[config.mk]
export PLATFORM = sky130hd
export DESIGN_NAME = ims_top
export DESIGN_NICKNAME = d
export VERILOG_FILES = /design/src/verilog/ims_pkg.sv /design/src/verilog/ims_top.sv
export VERILOG_INCLUDE_DIRS = /design/src /design/src/verilog
export SDC_FILE = /design/constraint.sdc
export NUM_CORES = 1
export LEC_CHECK = 0
export ABC_AREA = 1
export CAP_MARGIN = 10
export CORE_MARGIN = 2
export CORE_UTILIZATION = 64
export DETAILED_ROUTE_END_ITERATION = 10
export DONT_BUFFER_PORTS = 1
export PLACE_DENSITY = 0.87
export SYNTH_ARGS = -nofsm -noshare
export SYNTH_HDL_FRONTEND = slang
export SYNTH_SLANG_ARGS = --single-unit
[constraint.sdc]
create_clock -name clk -period 3.4 [get_ports clk]
set_clock_uncertainty 0.1 [all_clocks]
set_input_delay 0.34 -clock clk [delete_from_list [all_inputs] [get_ports clk]]
set_output_delay 0.34 -clock clk [all_outputs]
set_load 0.02 [all_outputs]
[src/verilog/ims_defs.svh]
// Operation
// - receive request accepted only while the sequencer is idle
// - receive: divider runs, scl toggles each rollover, sda shifted in
// - after 8th falling edge: end receive, copy byte, set flags, hold scl low
// - buffer full set on byte load, cleared by a cpu buffer read
// - byte completes while buffer still full: set receive overflow
// - buffer write while busy sets write collision and is discarded
// - ack start pulls scl low and drives the ack value on sda
// - ack: one period, release scl, once high one period, scl low, idle
// - stop: sda low, then count, release scl, one period later release sda
// - stop seen on bus sets halt; a period later stop done, irq flag
// - in sleep, a pending enabled SPIF interrupt wakes the processor; BCL does not
// - reset disables the module and ends any transfer
// - halt and begin flags cleared on reset or while disabled
// - busy bus with interrupt enabled: stop detected sets irq flag
// - sda arbitration checked in address, data, start and acknowledge
// - released sda read low while scl high: collision, back to idle
// - collision in transmit: halt, clear buffer full, release both lines
// - collision in start, stop or ack: abort, release, clear request
// - new buffer write after collision starts from the first bit
// - start aborted with collision if lines low or scl drops early
// - start: sda low early or at count end, scl low a count later
// - divider reloads from reload register, each rollover one period
`ifndef IMS_DEFS_SVH
`define IMS_DEFS_SVH
// register byte offsets
`define IMS_OFS_CTRL   5'h00
`define IMS_OFS_STAT   5'h04
`define IMS_OFS_BUF    5'h08
`define IMS_OFS_RELOAD 5'h0C
// control register fields
`define IMS_C_START    0
`define IMS_C_STOP     1
`define IMS_C_RECEIVE_ENABLE_BIT     2
`define IMS_C_ACK_SEQUENCE_START    3
`define IMS_C_ACK_VALUE_BIT    4
`define IMS_C_ACKST    5
`define IMS_C_EN       6
`define IMS_C_IE       7
`define IMS_C_BIE      8
`define IMS_CTRL_W     9
`define IMS_REQ_W      4
`define IMS_CTRL_RST   9'h000
// status register fields
`define IMS_S_BF       0
`define IMS_S_BEGIN    1
`define IMS_S_HALT     2
`define IMS_S_SPIF     3
`define IMS_S_BCL      4
`define IMS_S_WRITE_COLLISION_FLAG     5
`define IMS_S_OVF      6
`define IMS_STAT_W     7
`define IMS_STAT_RST   7'h00
// divider
`define IMS_RELOAD_RST 8'h13
`define IMS_LAST_RX    4'h7
`define IMS_ACK_BIT    4'h8
`endif

[src/verilog/ims_pkg.sv]
`default_nettype none
package ims_pkg;
    typedef enum logic [3:0] {
        S_IDLE     = 4'h0,
        S_ST_ONE   = 4'h1,
        S_ST_TWO   = 4'h3,
        S_DAT_LOW  = 4'h2,
        S_DAT_HIGH = 4'h6,
        S_ACK_LOW  = 4'h7,
        S_ACK_HIGH = 4'h5,
        S_SP_LOW   = 4'h4,
        S_SP_CNT   = 4'hC,
        S_SP_SCL   = 4'hD,
        S_SP_END   = 4'hF
    } ims_state_t;
    typedef struct packed {
        logic        read;
        logic        write;
        logic [4:0]  address;
        logic [31:0] writedata;
    } ims_av_req_t;
    typedef struct packed {
        logic        waitrequest;
        logic [31:0] readdata;
    } ims_av_rsp_t;
    typedef struct packed {
        logic scl_i;
        logic sda_i;
    } ims_pin_in_t;
    typedef struct packed {
        logic scl_o;
        logic scl_oe_n;
        logic sda_o;
        logic sda_oe_n;
    } ims_pin_out_t;
endpackage : ims_pkg
`default_nettype wire

[src/verilog/ims_top.sv]
`timescale 1ns/100ps
`default_nettype none
`include "ims_defs.svh"

module ims_top (
    // clock and reset
    input  wire logic                  clk,
    input  wire logic                  arst_n,
    // avalon-mm slave
    input  wire ims_pkg::ims_av_req_t  av_req,
    output var  ims_pkg::ims_av_rsp_t  av_rsp,
    // i2c lines
    input  wire ims_pkg::ims_pin_in_t  pin_in,
    output var  ims_pkg::ims_pin_out_t pin_out,
    // system
    input  wire logic                  sleep_mode,
    output var  logic                  irq,
    output var  logic                  wake
);
    import ims_pkg::*;

    function automatic logic hit(input logic [4:0] a, input logic [4:0] o);
        return a == o;
    endfunction : hit

    // ==================================================================
    // reset and line synchronisers
    logic       rst_m_q;
    logic       rst_n_q;
    logic [1:0] pin_m_q;
    logic       scl_s;
    logic       sda_s;
    logic       sda_p_q;

    always_ff @(posedge clk or negedge arst_n) begin
        if (!arst_n) begin
            rst_m_q <= 1'b0;
            rst_n_q <= 1'b0;
        end else begin
            rst_m_q <= 1'b1;
            rst_n_q <= rst_m_q;
        end
    end

    always_ff @(posedge clk or negedge rst_n_q) begin
        if (!rst_n_q) begin
            pin_m_q <= 2'h3;
            scl_s   <= 1'b1;
            sda_s   <= 1'b1;
            sda_p_q <= 1'b1;
        end else begin
            pin_m_q <= {pin_in.scl_i, pin_in.sda_i};
            scl_s   <= pin_m_q[1];
            sda_s   <= pin_m_q[0];
            sda_p_q <= sda_s;
        end
    end

    // bus start and stop seen on the wire, whoever made them
    logic start_det;
    logic stop_det;
    assign start_det = scl_s && sda_p_q && !sda_s;
    assign stop_det  = scl_s && !sda_p_q && sda_s;

    // ==================================================================
    // avalon slave: one wait cycle, then the access is taken
    logic [31:0]            wd;
    logic                   acc;
    logic                   wr_ctrl;
    logic                   wr_stat;
    logic                   wr_buf;
    logic                   wr_rel;
    logic                   rd_buf;
    logic [31:0]            rdata;
    logic [`IMS_CTRL_W-1:0] ctrl_q;
    logic [`IMS_STAT_W-1:0] stat_q;
    logic [7:0]             buf_q;
    logic [7:0]             reload_q;

    assign wd      = av_req.writedata;
    assign acc     = (av_req.read || av_req.write) && !av_rsp.waitrequest;
    assign wr_ctrl = acc && av_req.write && hit(av_req.address, `IMS_OFS_CTRL);
    assign wr_stat = acc && av_req.write && hit(av_req.address, `IMS_OFS_STAT);
    assign wr_buf  = acc && av_req.write && hit(av_req.address, `IMS_OFS_BUF);
    assign wr_rel  = acc && av_req.write
                     && hit(av_req.address, `IMS_OFS_RELOAD);
    assign rd_buf  = acc && av_req.read && hit(av_req.address, `IMS_OFS_BUF);

    always_comb begin
        rdata = 32'h0000_0000;
        if (hit(av_req.address, `IMS_OFS_CTRL))
            rdata[`IMS_CTRL_W-1:0] = ctrl_q;
        if (hit(av_req.address, `IMS_OFS_STAT))
            rdata[`IMS_STAT_W-1:0] = stat_q;
        if (hit(av_req.address, `IMS_OFS_BUF))
            rdata[7:0] = buf_q;
        if (hit(av_req.address, `IMS_OFS_RELOAD))
            rdata[7:0] = reload_q;
    end

    always_ff @(posedge clk or negedge rst_n_q) begin
        if (!rst_n_q) begin
            av_rsp.waitrequest <= 1'b1;
            av_rsp.readdata    <= 32'h0000_0000;
        end else begin
            av_rsp.waitrequest <= !((av_req.read || av_req.write)
                                    && av_rsp.waitrequest);
            av_rsp.readdata    <= rdata;
        end
    end

    always_ff @(posedge clk or negedge rst_n_q) begin
        if (!rst_n_q)
            reload_q <= `IMS_RELOAD_RST;
        else if (wr_rel)
            reload_q <= wd[7:0];
    end

    // ==================================================================
    // baud divider
    ims_state_t           state_q;
    ims_state_t           state_d;
    logic [7:0]           brg_q;
    logic                 stall;
    logic                 brg_load;
    logic                 tick;
    logic                 en;
    logic [`IMS_REQ_W-1:0] req;

    assign en  = ctrl_q[`IMS_C_EN];
    assign req = ctrl_q[`IMS_REQ_W-1:0];
    // a released scl held low by a slave stretches the high phase
    assign stall = (state_q == S_DAT_HIGH || state_q == S_ACK_HIGH
                    || state_q == S_SP_SCL) && !scl_s;
    assign brg_load = state_q == S_IDLE || state_q == S_SP_LOW || stall
                      || (state_q == S_ST_ONE && !sda_s);
    assign tick = brg_q == 8'h00 && !stall && state_q != S_IDLE;

    always_ff @(posedge clk or negedge rst_n_q) begin
        if (!rst_n_q)
            brg_q <= 8'h00;
        else if (brg_load || brg_q == 8'h00)
            brg_q <= reload_q;
        else
            brg_q <= brg_q - 8'h01;
    end

    // ==================================================================
    // sequencer
    logic [7:0]            sr_q;
    logic [7:0]            sr_d;
    logic [3:0]            bit_q;
    logic [3:0]            bit_d;
    logic                  rx_q;
    logic                  rx_d;
    logic                  scl_d;
    logic                  sda_d;
    logic                  coll;
    logic                  tx_go;
    logic                  buf_ld;
    logic [`IMS_REQ_W-1:0] clr_req;
    logic                  ev_spif;
    logic                  ev_bf_set;
    logic                  ev_bf_clr;
    logic                  ev_ack;

    always_comb begin
        state_d   = state_q;
        scl_d     = pin_out.scl_oe_n;
        sda_d     = pin_out.sda_oe_n;
        sr_d      = sr_q;
        bit_d     = bit_q;
        rx_d      = rx_q;
        coll      = 1'b0;
        tx_go     = 1'b0;
        buf_ld    = 1'b0;
        clr_req   = 4'h0;
        ev_spif   = 1'b0;
        ev_bf_set = 1'b0;
        ev_bf_clr = 1'b0;
        ev_ack    = 1'b0;
        case (state_q)
            S_IDLE: begin
                if (req[`IMS_C_START]) begin
                    if (!sda_s || !scl_s)
                        coll = 1'b1;
                    else
                        state_d = S_ST_ONE;
                end else if (req[`IMS_C_STOP]) begin
                    sda_d   = 1'b0;
                    state_d = S_SP_LOW;
                end else if (req[`IMS_C_RECEIVE_ENABLE_BIT]) begin
                    rx_d    = 1'b1;
                    bit_d   = 4'h0;
                    sda_d   = 1'b1;
                    state_d = S_DAT_LOW;
                end else if (req[`IMS_C_ACK_SEQUENCE_START]) begin
                    scl_d   = 1'b0;
                    sda_d   = ctrl_q[`IMS_C_ACK_VALUE_BIT];
                    state_d = S_ACK_LOW;
                end else if (wr_buf && en) begin
                    // always from the first bit, even after a collision
                    tx_go     = 1'b1;
                    rx_d      = 1'b0;
                    bit_d     = 4'h0;
                    sr_d      = wd[7:0];
                    sda_d     = wd[7];
                    scl_d     = 1'b0;
                    ev_bf_set = 1'b1;
                    state_d   = S_DAT_LOW;
                end
            end
            S_ST_ONE: begin
                if (!scl_s && sda_s) begin
                    coll = 1'b1;
                end else if (!sda_s || tick) begin
                    sda_d   = 1'b0;
                    state_d = S_ST_TWO;
                end
            end
            S_ST_TWO: begin
                if (tick) begin
                    scl_d   = 1'b0;
                    clr_req = 4'h1;
                    ev_spif = 1'b1;
                    state_d = S_IDLE;
                end
            end
            S_DAT_LOW: begin
                if (tick) begin
                    scl_d   = 1'b1;
                    state_d = S_DAT_HIGH;
                end
            end
            S_DAT_HIGH: begin
                if (tick) begin
                    scl_d = 1'b0;
                    bit_d = bit_q + 4'h1;
                    if (rx_q) begin
                        sr_d = {sr_q[6:0], sda_s};
                        if (bit_q == `IMS_LAST_RX) begin
                            buf_ld    = 1'b1;
                            ev_bf_set = 1'b1;
                            ev_spif   = 1'b1;
                            clr_req   = 4'h4;
                            state_d   = S_IDLE;
                        end else begin
                            state_d = S_DAT_LOW;
                        end
                    end else if (bit_q == `IMS_ACK_BIT) begin
                        ev_ack  = 1'b1;
                        ev_spif = 1'b1;
                        state_d = S_IDLE;
                    end else if (sr_q[7] && !sda_s) begin
                        coll = 1'b1;
                    end else begin
                        sr_d      = {sr_q[6:0], 1'b0};
                        // after the 8th bit the slave owns sda
                        sda_d     = bit_q == `IMS_LAST_RX || sr_q[6];
                        ev_bf_clr = bit_q == `IMS_LAST_RX;
                        state_d   = S_DAT_LOW;
                    end
                end
            end
            S_ACK_LOW: begin
                if (tick) begin
                    scl_d   = 1'b1;
                    state_d = S_ACK_HIGH;
                end
            end
            S_ACK_HIGH: begin
                if (tick) begin
                    if (ctrl_q[`IMS_C_ACK_VALUE_BIT] && !sda_s) begin
                        coll = 1'b1;
                    end else begin
                        scl_d   = 1'b0;
                        clr_req = 4'h8;
                        ev_spif = 1'b1;
                        state_d = S_IDLE;
                    end
                end
            end
            S_SP_LOW: begin
                if (!sda_s)
                    state_d = S_SP_CNT;
            end
            S_SP_CNT: begin
                if (tick) begin
                    scl_d   = 1'b1;
                    state_d = S_SP_SCL;
                end
            end
            S_SP_SCL: begin
                if (tick) begin
                    sda_d   = 1'b1;
                    state_d = S_SP_END;
                end
            end
            S_SP_END: begin
                if (tick) begin
                    if (!sda_s || !scl_s) begin
                        coll = 1'b1;
                    end else begin
                        clr_req = 4'h2;
                        ev_spif = 1'b1;
                        state_d = S_IDLE;
                    end
                end
            end
            default: state_d = S_IDLE;
        endcase
        if (coll) begin
            scl_d     = 1'b1;
            sda_d     = 1'b1;
            clr_req   = 4'hF;
            ev_bf_clr = state_q == S_DAT_HIGH;
            state_d   = S_IDLE;
        end
        if (!en) begin
            scl_d   = 1'b1;
            sda_d   = 1'b1;
            clr_req = 4'hF;
            tx_go   = 1'b0;
            state_d = S_IDLE;
        end
    end

    always_ff @(posedge clk or negedge rst_n_q) begin
        if (!rst_n_q) begin
            state_q <= S_IDLE;
            sr_q    <= 8'h00;
            bit_q   <= 4'h0;
            rx_q    <= 1'b0;
        end else begin
            state_q <= state_d;
            sr_q    <= sr_d;
            bit_q   <= bit_d;
            rx_q    <= rx_d;
        end
    end

    // open drain: data level fixed low, only the enables move
    always_ff @(posedge clk or negedge rst_n_q) begin
        if (!rst_n_q) begin
            pin_out <= 4'b0101;
        end else begin
            pin_out.scl_o    <= 1'b0;
            pin_out.sda_o    <= 1'b0;
            pin_out.scl_oe_n <= scl_d;
            pin_out.sda_oe_n <= sda_d;
        end
    end

    always_ff @(posedge clk or negedge rst_n_q) begin
        if (!rst_n_q)
            buf_q <= 8'h00;
        else if (buf_ld)
            buf_q <= {sr_q[6:0], sda_s};
        else if (tx_go)
            buf_q <= wd[7:0];
    end

    // ==================================================================
    // control register: a request is taken only when nothing is pending
    logic req_ok;
    assign req_ok = state_q == S_IDLE && req == 4'h0 && en;

    always_ff @(posedge clk or negedge rst_n_q) begin
        if (!rst_n_q) begin
            ctrl_q <= `IMS_CTRL_RST;
        end else begin
            if (wr_ctrl) begin
                ctrl_q[`IMS_C_ACK_VALUE_BIT] <= wd[`IMS_C_ACK_VALUE_BIT];
                ctrl_q[`IMS_C_EN]    <= wd[`IMS_C_EN];
                ctrl_q[`IMS_C_IE]    <= wd[`IMS_C_IE];
                ctrl_q[`IMS_C_BIE]   <= wd[`IMS_C_BIE];
            end
            if (wr_ctrl && req_ok)
                ctrl_q[`IMS_REQ_W-1:0] <= wd[`IMS_REQ_W-1:0];
            else
                ctrl_q[`IMS_REQ_W-1:0] <= req & ~clr_req;
            if (ev_ack)
                ctrl_q[`IMS_C_ACKST] <= sda_s;
        end
    end

    // ==================================================================
    // status flags: a hardware set always beats a software clear
    logic [`IMS_STAT_W-1:0] w1c;
    logic                   write_collision_flag_ev;
    logic                   busy_stop;
    assign w1c       = wr_stat ? wd[`IMS_STAT_W-1:0] : `IMS_STAT_RST;
    assign write_collision_flag_ev   = wr_buf && state_q != S_IDLE;
    assign busy_stop = ctrl_q[`IMS_C_IE] && stat_q[`IMS_S_BEGIN] && stop_det;

    always_ff @(posedge clk or negedge rst_n_q) begin
        if (!rst_n_q) begin
            stat_q <= `IMS_STAT_RST;
        end else begin
            stat_q[`IMS_S_BF]    <= ev_bf_set || (stat_q[`IMS_S_BF]
                                    && !rd_buf && !ev_bf_clr);
            stat_q[`IMS_S_BEGIN] <= en && (start_det
                                    || (stat_q[`IMS_S_BEGIN] && !stop_det));
            stat_q[`IMS_S_HALT]  <= en && (stop_det
                                    || (stat_q[`IMS_S_HALT] && !start_det));
            stat_q[`IMS_S_SPIF]  <= ev_spif || busy_stop
                                    || (stat_q[`IMS_S_SPIF]
                                    && !w1c[`IMS_S_SPIF]);
            stat_q[`IMS_S_BCL]   <= coll || (stat_q[`IMS_S_BCL]
                                    && !w1c[`IMS_S_BCL]);
            stat_q[`IMS_S_WRITE_COLLISION_FLAG]  <= write_collision_flag_ev || (stat_q[`IMS_S_WRITE_COLLISION_FLAG]
                                    && !w1c[`IMS_S_WRITE_COLLISION_FLAG]);
            stat_q[`IMS_S_OVF]   <= (buf_ld && stat_q[`IMS_S_BF])
                                    || (stat_q[`IMS_S_OVF]
                                    && !w1c[`IMS_S_OVF]);
        end
    end

    always_ff @(posedge clk or negedge rst_n_q) begin
        if (!rst_n_q) begin
            irq  <= 1'b0;
            wake <= 1'b0;
        end else begin
            irq  <= (stat_q[`IMS_S_SPIF] && ctrl_q[`IMS_C_IE])
                    || (stat_q[`IMS_S_BCL] && ctrl_q[`IMS_C_BIE]);
            // bus monitor keeps running in sleep and can wake the core
            wake <= sleep_mode && stat_q[`IMS_S_SPIF]
                    && ctrl_q[`IMS_C_IE];
        end
    end
endmodule : ims_top
`default_nettype wire
# Word-level counts from Yosys, hierarchy flattened
# Cells that the tools add are included.
# W data, S select, Z words.
[word_totals]
register_bits = 78
input_bits = 44
word_cells = 306
[op_classes]
n_addsub = 2
eq_ne = 54
mux = 132
bitwise = 4
n_reduce_logical = 91
[op_table]
columns = ["cell", "n"]
rows = [
  ["$mux W4", 35],
  ["$mux W8", 14],
  ["$ne A4 B4 Y1 const B", 18],
  ["$mux W1", 65],
  ["$pmux W4 S11", 1],
  ["$logic_and A1 B1 Y1", 42],
  ["$eq A4 B3 Y1 const B", 5],
  ["$logic_or A1 B1 Y1", 19],
  ["$reduce_and A9 Y1", 2],
  ["$eq A4 B4 Y1 const B", 4],
  ["$pmux W4 S4", 1],
  ["$pmux W8 S2", 1],
  ["$reduce_and A16 Y1", 1],
  ["$logic_not A1 Y1", 14],
  ["$mux W7", 2],
  ["$ne A2 B2 Y1 const B", 7],
  ["$ne A3 B3 Y1 const B", 4],
  ["$pmux W1 S4", 3],
  ["$eq A5 B4 Y1 const B", 2],
  ["$ne A5 B5 Y1 const B", 2],
  ["$reduce_and A10 Y1", 1],
  ["$mux W3", 3],
  ["$mux W9", 1],
  ["$eq A4 B2 Y1 const B", 2],
  ["other kinds (27)", 34],
]

# Logic depth before layout (Yosys ltp)
# Gate-level depths: netlist of run 1.
[depth]
ltp_word = 14
depth_mapped = 14
ltp_nobuf = 14

# Worst setup path before layout of run 1
# OpenSTA, ideal clock, no wires.
[synth_path]
path_kind = "register to register"
startpoint = "register brg_q[0]"
endpoint = "register sr_q[4]"
setup_time_ns = 0.074
t_arrival_ns = 1.630
slack_ns = 1.597
path_stages_with_launch = 12
path_buffers = 1
cell_sequence = "dfrtp_1 inv_1 ha_1 nand2_1 nor2_1 nand3_2 nor2_4 nor2_1 nor3_4 buf_6 o211ai_2 o21ai_2"
[synth_via]
elab_chain_len = 5
[synth_rtl]
columns = ["item", "line_no", "text"]
rows = [
  ["start: declaration", "ims_top.sv:123", "logic [7:0] brg_q;"],
  ["start signal: assignment", "ims_top.sv:143", "brg_q <= reload_q;"],
  ["start signal: assignment", "ims_top.sv:145", "brg_q <= brg_q - 8'h01;"],
  ["$logic_not A8 Y1", "ims_top.sv:137", "assign tick = brg_q == 8'h00 && !stall && state_q != S_IDLE;"],
  ["$logic_and A1 B1 Y1 (2 in a row)", "ims_top.sv:137", ""],
  ["$ne A2 B2 Y1 (no source line)", "--", ""],
  ["$reduce_and A9 Y1 (no source line)", "--", ""],
  ["end signal: assignment", "ims_top.sv:336", "sr_q <= sr_d;"],
  ["end: declaration", "ims_top.sv:150", "logic [7:0] sr_q;"],
]
# Every way passes these cells.
# A chain may end at the register's enable or synchronous reset.

# Worst setup path after layout of run 1
[layout_path]
startpoint = "register state_q[1]"
endpoint = "register sr_q[0]"
[layout_via]
elab_chain_len = 9
word_cells_on_any_way = 22
classes_between = "eq/ne: 11; mux: 1; reduce/logical: 10"
[layout_rtl]
columns = ["item", "line_no", "text"]
rows = [
  ["start: declaration", "ims_top.sv:121", "ims_state_t state_q;"],
  ["start signal: assignment", "ims_top.sv:335", "state_q <= state_d;"],
  ["$eq A4 B3 Y1 (on tied branches)", "ims_top.sv:133, ims_top.sv:182", ""],
  ["$logic_or A1 B1 Y1", "ims_top.sv:133", "assign stall = (state_q == S_DAT_HIGH || state_q == S_ACK_HIGH"],
  ["$logic_or A1 B1 Y1", "ims_top.sv:134", "|| state_q == S_SP_SCL) && !scl_s;"],
  ["$logic_and A1 B1 Y1", "ims_top.sv:134", ""],
  ["$logic_not A1 Y1", "ims_top.sv:137", ""],
  ["$logic_and A1 B1 Y1 (2 in a row)", "ims_top.sv:137", ""],
  ["$ne A2 B2 Y1 (no source line)", "--", ""],
  ["$reduce_and A9 Y1 (no source line)", "--", ""],
]
# Several ways; a longest one is shown, not always the timed one.

==> results of run 1 <==
[registers in the layout, indices dropped and copies added, names as in the netlist]
| register | flops |
|---|---|
| buf_q | 8 |
| av_rsp | 10 |
| sda_p_q | 1 |
| stat_q | 7 |
| ctrl_q | 9 |
| reload_q | 8 |
| rst_n_q | 1 |
| wake | 1 |
| irq | 1 |
| brg_q | 8 |
| sr_q | 8 |
| rst_m_q | 1 |
| sda_s | 1 |
| rx_q | 1 |
| bit_q | 4 |
| pin_m_q | 2 |
| state_q | 4 |
| scl_s | 1 |
| pin_out | 2 |
[power by group]
group,internal (mW),total [mW],switching [mW]
combinational,0.180,0.510,0.330
clock,0.413,0.744,0.331
sequential,1.04,1.16,0.116
total,1.63,2.41,0.777
[cells by family (layout without fill, tap and decap cells)]
kind of cell | count (synthesis) | count (layout) | share of synthesized area (%)
adder cells (fa/ha/maj) | 4 | 4 | 1.13
flip-flops | 78 | 78 | 44.5
other | 2 | 26 | 0.170
AO/OA/AOI/OAI | 102 | 102 | 14.4
buffers and inverters | 97 | 85 | 11.0
multiplexers | 1 | 1 | 0.255
XOR/XNOR | 7 | 7 | 1.39
AND/OR/NAND/NOR | 251 | 251 | 27.1
[path summary, 6_finish.rpt]
check	endpoint	slack [ns]	cells past startpoint
max in group asynchronous	bit_q[2]$_DFFE_PN0P_	2.19	0
setup / recovery	sr_q[0]$_DFFE_PN0P_	1.02	6
hold / removal	sr_q[4]$_DFFE_PN0P_	0.05	2
setup reg to reg	sr_q[0]$_DFFE_PN0P_	1.02	6
min in group asynchronous	rst_m_q$_DFF_PN0_	0.12	1
hold reg to reg	rst_n_q$_DFF_PN0_	0.25	0
[area by class of cell]
cell class              instances  area [µm²]  area share, %
flip-flops and latches         78        1970           42.5
multi-input cells             391        2050           44.3
clock buffers                  12         135           2.91
clock inverters                 4        72.6           1.56
well taps                      80         100           2.16
repair buffers                  8        75.1           1.62
inverters                      61         231           4.99
[routing by layer]
layer	global-route usage [%]	vias to the layer above	wire length [µm]
li1	-	1756	-
met1	40.9	1789	4370
met2	43.2	192	4660
met3	5.59	29	832
met4	13.9	0	297
met5	0	-	0
[layout by cell type (no fill, tap or decap), types with 7 or more instances in the layout]
master	count
dfstp_2	11
nor2_1	41
o21ai_0	45
dfrtp_1	66
nand4_1	9
o221ai_1	8
o22ai_1	7
nand2_1	136
inv_1	52
conb_1	26
a21oi_1	11
nor3_1	7
o211ai_1	9
clkbuf_8	9
nand3_1	23
[critical path, delay by kind of cell (launching register included)]
family,cells,cell delay (ns)
compound gates,2,0.29
simple gates,4,1.33
flops,1,0.57
[timing repair]
| item | CTS | global route |
|---|---|---|
| hold buffers | 6 | 0 |
| gates resized for setup | 0 | 0 |
| hold endpoints to repair | 6 | 0 |
==> results.json, run 1 <==
{
  "outcome": "finished, final reports clean",
  "synthArstFlopShare_pct": 100,
  "core_mm2": 0.00672,
  "dpl.cell_count": 612,
  "setup_violations": 0,
  "p_per_area_mw_per_mm2": 520,
  "tightest_slew_ns": 0.957,
  "clockBufferDepth": 2,
  "die_y_um": 87.1,
  "routedWlPerCell_um": 16.0,
  "finalPower_mw": 2.41,
  "path_class": "reg -> reg",
  "synth_top_cell_by_area": "dfrtp_1",
  "vias": 3766,
  "start_util_pct": 65.8,
  "cts_made_buffers": 9,
  "die_w_um": 87.1,
  "cp-start-kind": "register",
  "worstSetupStartpoint": "state_q[1]$_DFFE_PN0P_",
  "synth_warnings": 0,
  "period_minus_slack_ns": 2.38,
  "postSynthCellCount": 542,
  "ys.flop_type": "dfrtp_1",
  "dpl_cell_area_mm2": 0.00437,
  "yosysMostFrequentCell": "nand2_1",
  "grt_usage_pct": 29.0,
  "fill_cells": 552,
  "grt_setup_unrepaired": "false",
  "syn_avg_cell_area_um2": 8.15,
  "path_cells": "nand2_1 -> nor2_2 -> nor2_2 -> nor3_4 -> o211ai_1 -> o21ai_1",
  "hold_class": "in -> reg",
  "ys_ff_latch": 78,
  "grt_pass1_vias": 3554,
  "end_kind": "register",
  "synth_edf_count": 0,
  "drcViolationCount": 0,
  "path_common_cell": "nor2_2",
  "worstPathRequired_ns": 3.57,
  "fin_tns_setup_ns": 0,
  "port_buffers": 0,
  "maxCapViolCount": 0,
  "antenna_found_initial": 0,
  "num_rows": 30,
  "critPathSlowestCell": "dfrtp_1",
  "hold_viol": 0,
  "cts_setup_buffers": 0,
  "final_core_util_pct": 69.0,
  "fp.dieArea_mm2": 0.00758,
  "area_growth_pct": 4.98,
  "yosys-top-cells-count": "136 x nand2_1, 67 x dfrtp_1, 52 x inv_1",
  "fmax_mhz": 419,
  "synth_cell_types": 50,
  "synth-seq-area-share_pct": 44.5,
  "final_area_mm2": 0.00464,
  "netlist_area_mm2": 0.00442,
  "ir_drop_v": 0.000270,
  "worstPathArrival_ns": 2.56,
  "cp_max_fo": 16,
  "routed_wl_mm": 10.2,
  "drive_gt1_share_pct": 12.5,
  "htree_levels": 3,
  "io_pins": 83,
  "path_clk_slew_ns": 0.08,
  "cpPeakStageDelay_ns": 0.57,
  "cts_tree": "built",
  "grt_overflow_total": 0,
  "clkSinkCount": 78,
  "diodes": 0,
  "drt-pass1-iter-count": 5,
  "finalWorstSetupSlack_ns": 1.02,
  "clk-insertion-delay-late_ns": 0.36,
  "holdWs_ns": 0.0509,
  "p_leak_nw": 2.16,
  "viasPerCell": 5.94,
  "grt_pass1_wl_mm": 16.9,
  "synth_top_area_share_pct": 37.9,
  "clock-root-buffer": "clkbuf_8",
  "finalNonFillerCells": 634,
  "reg2reg_from": "state_q[1]$_DFFE_PN0P_",
  "max-slew-margin-rel_pct": 36.2,
  "grt_max_degree": 77,
  "final_nets": 597,
  "pre_cts_slack_ns": 1.07,
  "antenna_left": 0,
  "worstHoldStart": "av_req[4]",
  "fin_crit_sh_pct": 70.1,
  "synth_area_leaders": "dfrtp_1 38%, nand2_1 12%, dfstp_2 6.5%",
  "dp_hpwl_mm": 7.41,
  "slew_violations": 0,
  "gp_congestion": 1.03,
  "drtIter0Drc": 400
}
Power figures use the tool's default switching activity.
==> run 2: changes to the inputs <==
- CORE_UTILIZATION: 64 -> 58
- PLACE_DENSITY: 0.87 -> 0.83
- clock period: 3.4 -> 1.95 ns (I/O delays scaled with it)
==> run 2 against run 1 <==
- the run now ends with setup timing left
- cell area grew 18%
- sequential share of layout area down 6.3 points
- first-iteration DRC count is 34% lower
- critical path depth rose by 8
- setup slack got worse by 1.1 ns
==> results.json, run 2 (same netlist as run 1, synthesis figures left out) <==
{
  "outcome": "complete, but fails checks",
  "violations": "setup timing",
  "largestRegisters": "av_rsp x10, ctrl_q x9",
  "dpl.cell_count": 669,
  "drt-pass1-iter-count": 5,
  "port_buffers": 0,
  "finalNonFillerCells": 721,
  "drtIter0Drc": 264,
  "grt_pass1_vias": 4015,
  "grt_max_degree": 36,
  "cp_max_fo": 4,
  "core_mm2": 0.00733,
  "drive_gt1_share_pct": 27.2,
  "cts_tree": "built",
  "path_clk_slew_ns": 0.08,
  "ir_drop_v": 0.000654,
  "worstPathRequired_ns": 2.15,
  "antenna_left": 0,
  "fin_crit_sh_pct": 105,
  "io_pins": 83,
  "tightest_slew_ns": 0.561,
  "end_kind": "register",
  "slew_violations": 0,
  "p_per_area_mw_per_mm2": 831,
  "clock-root-buffer": "clkbuf_8",
  "final_common_cell": "nand2_1",
  "max-slew-margin-rel_pct": 62.3,
  "area_growth_pct": 23.6,
  "hold_class": "in -> reg",
  "finalWorstSetupSlack_ns": -0.0889,
  "antenna_found_initial": 0,
  "grt_pass1_wl_mm": 19.7,
  "start_util_pct": 60.3,
  "viasPerCell": 5.83,
  "cts_made_buffers": 9,
  "grt_usage_pct": 30.4,
  "largest_reg_flops": 10,
  "clockBufferDepth": 2,
  "period_minus_slack_ns": 2.04,
  "dp_hpwl_mm": 8.57,
  "hold_viol": 0,
  "fill_cells": 505,
  "setup_violations": 19,
  "clkSinkCount": 78,
  "routed_wl_mm": 12.4,
  "die_y_um": 91.3,
  "diodes": 0,
  "gp_congestion": 1.02,
  "path_class": "reg -> reg",
  "num_rows": 31,
  "largest-register": "av_rsp",
  "final_nets": 665,
  "grt_overflow_total": 0,
  "fp.dieArea_mm2": 0.00833,
  "layout.cells.most_common_list": "124 x nand2_1, 62 x dfrtp_1, 52 x buf_4, 46 x inv_1, 40 x o21ai_0",
  "drcViolationCount": 0,
  "pre_cts_slack_ns": -0.0489,
  "p_leak_nw": 2.56,
  "grt_setup_unrepaired": "true",
  "routedWlPerCell_um": 17.3,
  "worstPathArrival_ns": 2.24,
  "die_w_um": 91.3,
  "vias": 4203,
  "htree_levels": 3,
  "clk-insertion-delay-late_ns": 0.37,
  "fmax_mhz": 490,
  "maxCapViolCount": 0,
  "cp-start-kind": "register",
  "finalPower_mw": 4.54
}
==> run 2: worst paths after layout <==
kind / startpoint / endpoint / slack [ns] / cells after the start
worst min register to register: rst_n_q$_DFF_PN0_ / buf_q[6]$_DFFE_PN0P_ / 0.16 / 0
worst max-delay path: sda_s$_DFF_PN1_ / state_q[0]$_DFFE_PN0P_ / -0.09 / 14
worst max register to register: sda_s$_DFF_PN1_ / state_q[0]$_DFFE_PN0P_ / -0.09 / 14
worst min-delay path: av_req[3] / ctrl_q[3]$_DFF_PN0_ / 0.02 / 2
min in group asynchronous: rst_n_q$_DFF_PN0_ / buf_q[6]$_DFFE_PN0P_ / 0.16 / 0
max in group asynchronous: rst_n_q$_DFF_PN0_ / scl_s$_DFF_PN1_ / 0.95 / 1
==> run 2: critical path, cell delays in order (launching register included) <==
cell and delay, ns:
dfstp_2 0.57, buf_4 0.13, nor2_1 0.07, nand3_1 0.12
nand2_2 0.08, inv_2 0.07, nand2_1 0.08, nand2_4 0.09
nand2_4 0.07, nor2_8 0.13, buf_12 0.13, inv_2 0.04
nor2_1 0.10, nand3_1 0.12, nand2_2 0.07
==> run 2: metrics by stage <==
stage	hold WS [ns]	cell area [µm²]	utilization, %	setup TNS [ns]
detailed placement	-0.201	4700	64.2	-0.170
finish	0.0244	5460	74.5	-0.560
global placement	-0.201	4700	64.2	0
global route	0.00502	5460	74.5	-3.12
floorplan	-0.201	4510	-	0
CTS	0.0124	5160	70.4	0
==> run 2: what timing repair did <==
action | CTS | global route
setup buffers | 7 | 13
hold buffers | 16 | 0
resized for setup | 15 | 52
hold endpoints to repair | 27 | 0
setup endpoints to repair | 18 | 32
pin swaps | 7 | 18
==> run 2: report_power, final <==
group | internal (mW) | total, mW | switching, mW
registers | 1.81 | 2.00 | 0.187
logic | 0.523 | 1.29 | 0.766
clock network | 0.626 | 1.25 | 0.619
==> run 2: layout make-up <==
| type | count | area [µm²] | share of cell area, % |
|---|---|---|---|
| clock buffer | 11 | 141 | 2.59 |
| multi-input combinational | 391 | 2250 | 41.2 |
| inverter | 61 | 231 | 4.24 |
| clock inverter | 5 | 58.8 | 1.08 |
| timing repair buffer | 76 | 679 | 12.4 |
| sequential | 78 | 1970 | 36.2 |
| tap | 99 | 124 | 2.27 |
==> run 2: routing by layer <==
layer / share of wire (%) / vias to the layer above / global-route usage (%) / wire (µm)
met5: 0 / - / 0 / 0
met4: 3.0 / 0 / 10.9 / 374
met3: 7.9 / 43 / 7.72 / 983
met2: 49 / 227 / 49.1 / 6140
met1: 40 / 2036 / 39.7 / 4940
li1: - / 1897 / - / -
==> run 3: changes to the inputs <==
- CORE_UTILIZATION: 58 -> 57
- CTS_CLUSTER_SIZE: unset -> 24
- PLACE_DENSITY: 0.83 -> 0.82
==> run 3 against run 2 <==
- the flow still finishes with violations (setup timing)
- count of clock-buffer cells in the layout fell by 1
- highest routed layer unchanged
- utilization fell by 3.1 points
- die area rose by 1.7%
- total power rose by 1.7%
- global-route usage fell by 0.71 points
- hold slack got worse by 0.010 ns
==> results.json, run 3 (same netlist as run 1, synthesis figures left out) <==
{
  "outcome": "complete, but fails checks",
  "violations": "setup timing",
  "seqPwrFrac_pct": 43.1,
  "p_per_area_mw_per_mm2": 850,
  "cp_top_family": "simple AND/OR/NAND/NOR gates",
  "worstPathArrival_ns": 2.14,
  "worst-path-buf-inv": 1,
  "dpl_cell_area_mm2": 0.00475,
  "reg2reg_from": "brg_q[0]$_DFF_PN0_",
  "viasPerCell": 5.72,
  "io_pins": 83,
  "grt_pass1_wl_mm": 19.6,
  "reg2regPathDepth": 10,
  "layout.cells.most_common_list": "123 x nand2_1, 62 x dfrtp_1, 51 x buf_4, 46 x inv_1, 39 x o21ai_0",
  "r2r_end": "buf_q[2]$_DFFE_PN0P_",
  "final_area_mm2": 0.00543,
  "num_rows": 32,
  "p_sw_mw": 1.54,
  "final_common_cell": "nand2_1",
  "largestRegisters": "av_rsp x10, ctrl_q x9",
  "clk-insertion-delay-late_ns": 0.36,
  "fmax_mhz": 499,
  "period_minus_slack_ns": 2.00,
  "grt_pass1_vias": 4032,
  "diodes": 0,
  "worstHoldStart": "av_req[3]",
  "largest_reg_flops": 10,
  "max-slew-margin-rel_pct": 65.0,
  "slew_violations": 0,
  "hold_viol": 0,
  "cts_made_buffers": 9,
  "cp-start-kind": "register",
  "die_w_um": 92.0,
  "path_class": "reg -> reg",
  "finalWorstSetupSlack_ns": -0.0548,
  "cpPeakStageDelay_ns": 0.41,
  "antenna_found_initial": 0,
  "p_leak_nw": 2.53,
  "critPathSlowestCell": "dfrtp_1",
  "largest-register": "av_rsp",
  "maxCapViolCount": 0,
  "hold_class": "in -> reg",
  "r2r_setup_slack_ns": -0.05,
  "cp_max_fo": 5,
  "p_sw_share_pct": 33.3,
  "cts_tree": "built",
  "tightest_slew_ns": 0.524,
  "clkSinkCount": 78,
  "vias": 4141,
  "port_buffers": 0,
  "area_growth_pct": 22.9,
  "htree_levels": 3,
  "routedWlPerCell_um": 16.9,
  "drcViolationCount": 0,
  "seqCellArea_mm2": 0.00197,
  "core_mm2": 0.00761,
  "drive_gt1_share_pct": 28.1,
  "worstPathRequired_ns": 2.08,
  "grt_overflow_total": 0,
  "finalPower_mw": 4.61,
  "dp_hpwl_mm": 8.27,
  "clock-root-buffer": "clkbuf_8",
  "worstSetupStartpoint": "brg_q[0]$_DFF_PN0_",
  "multi_input_area_mm2": 0.00223,
  "antenna_left": 0,
  "fin_crit_sh_pct": 103,
  "min_to": "ctrl_q[3]$_DFF_PN0_",
  "final_nets": 665,
  "fp.dieArea_mm2": 0.00847,
  "path_cells": "inv_2 -> ha_4 -> nand2_2 -> nor2_2 -> nand3_2 -> nor2_4 -> nand4_1 -> and2_2 -> nand2_1 -> o221ai_1",
  "end_kind": "register",
  "min_path_cells": 2,
  "start_util_pct": 58.1,
  "grt_usage_pct": 29.6,
  "ir_drop_v": 0.000451,
  "clockBufferDepth": 2,
  "die_y_um": 92.0,
  "fill_cells": 559,
  "gp_congestion": 1.08,
  "final_core_util_pct": 71.3,
  "pwr-share-comb_pct": 26.5,
  "setup_violations": 6,
  "drt-pass1-iter-count": 6,
  "grt_setup_unrepaired": "true",
  "grt_max_degree": 44,
  "cellInternalPower_mw": 3.07,
  "clkPwrFrac_pct": 30.3,
  "routed_wl_mm": 12.2,
  "drtIter0Drc": 461,
  "path_clk_slew_ns": 0.09
}
## run 3: power by group through the flow
stage / sequential [mW] / clock, mW / combinational, mW
after floorplan: 1.98 / 0 / 0.786
after global placement: 1.99 / 0 / 1.00
after detailed placement: 2.01 / 0 / 1.04
after CTS: 1.98 / 1.41 / 1.08
after global routing: 2.01 / 1.49 / 1.35
final: 1.99 / 1.40 / 1.22
## run 3: worst max-delay path by stage
stage	to	slack, ns	depth (start not counted)
2_1_floorplan	sr_q[4]$_DFFE_PN0P_	0.15	11
3_3_place_gp	state_q[1]$_DFFE_PN0P_	0.00008	8
3_5_place_dp	buf_q[1]$_DFFE_PN0P_	-0.02	10
4_1_cts	buf_q[1]$_DFFE_PN0P_	-0.007	8
5_1_grt	buf_q[0]$_DFFE_PN0P_	-0.14	9
6_report	buf_q[2]$_DFFE_PN0P_	-0.05	10
## run 3: repair_timing
item | 4_1_cts | 5_1_grt
gates resized for setup | 2 | 65
buffers inserted | 1 | 10
endpoints found under the setup margin | 18 | 32
hold endpoints to repair | 24 | 0
gates cloned | 0 | 2
hold buffers | 17 | 0
pin swaps | 3 | 23
## run 3: area by class of cell
type / instances / share of cell area (%)
clock buffers: 10 / 2.54
clock inverters: 6 / 1.73
inverters: 61 / 4.31
multi-input cells: 393 / 41.1
flip-flops and latches: 78 / 36.3
well taps: 102 / 2.35
repair buffers: 74 / 11.6
## run 3: routing by layer
| layer | GRT usage (%) | vias to the layer above | share of wire, % |
|---|---|---|---|
| li1 | - | 1895 | - |
| met1 | 38.9 | 1983 | 40 |
| met2 | 46.4 | 217 | 48 |
| met3 | 7.56 | 46 | 8.3 |
| met4 | 13.6 | 0 | 3.6 |
| met5 | 0 | - | 0 |
## run 3: per-stage QoR
step | TNS [ns] | hold WS [ns] | setup WS, ns | std cells
final | -0.198 | 0.0142 | -0.0548 | 724
after CTS | -0.0146 | 0.00761 | -0.00676 | 713
after detailed placement | -0.0227 | -0.201 | -0.0168 | 679
after floorplan | 0 | -0.201 | 0.147 | 566
after global routing | -2.18 | 0.0348 | -0.145 | 724
after global placement | 0 | -0.201 | 0.0000840 | 679
## run 3: worst register-to-register path, cell delays in order, from the launching register on
cell and delay (ns):
dfrtp_1 0.41, inv_2 0.08, ha_4 0.14, nand2_2 0.05, nor2_2 0.10, nand3_2 0.09
nor2_4 0.21, nand4_1 0.23, and2_2 0.28, nand2_1 0.07, o221ai_1 0.11
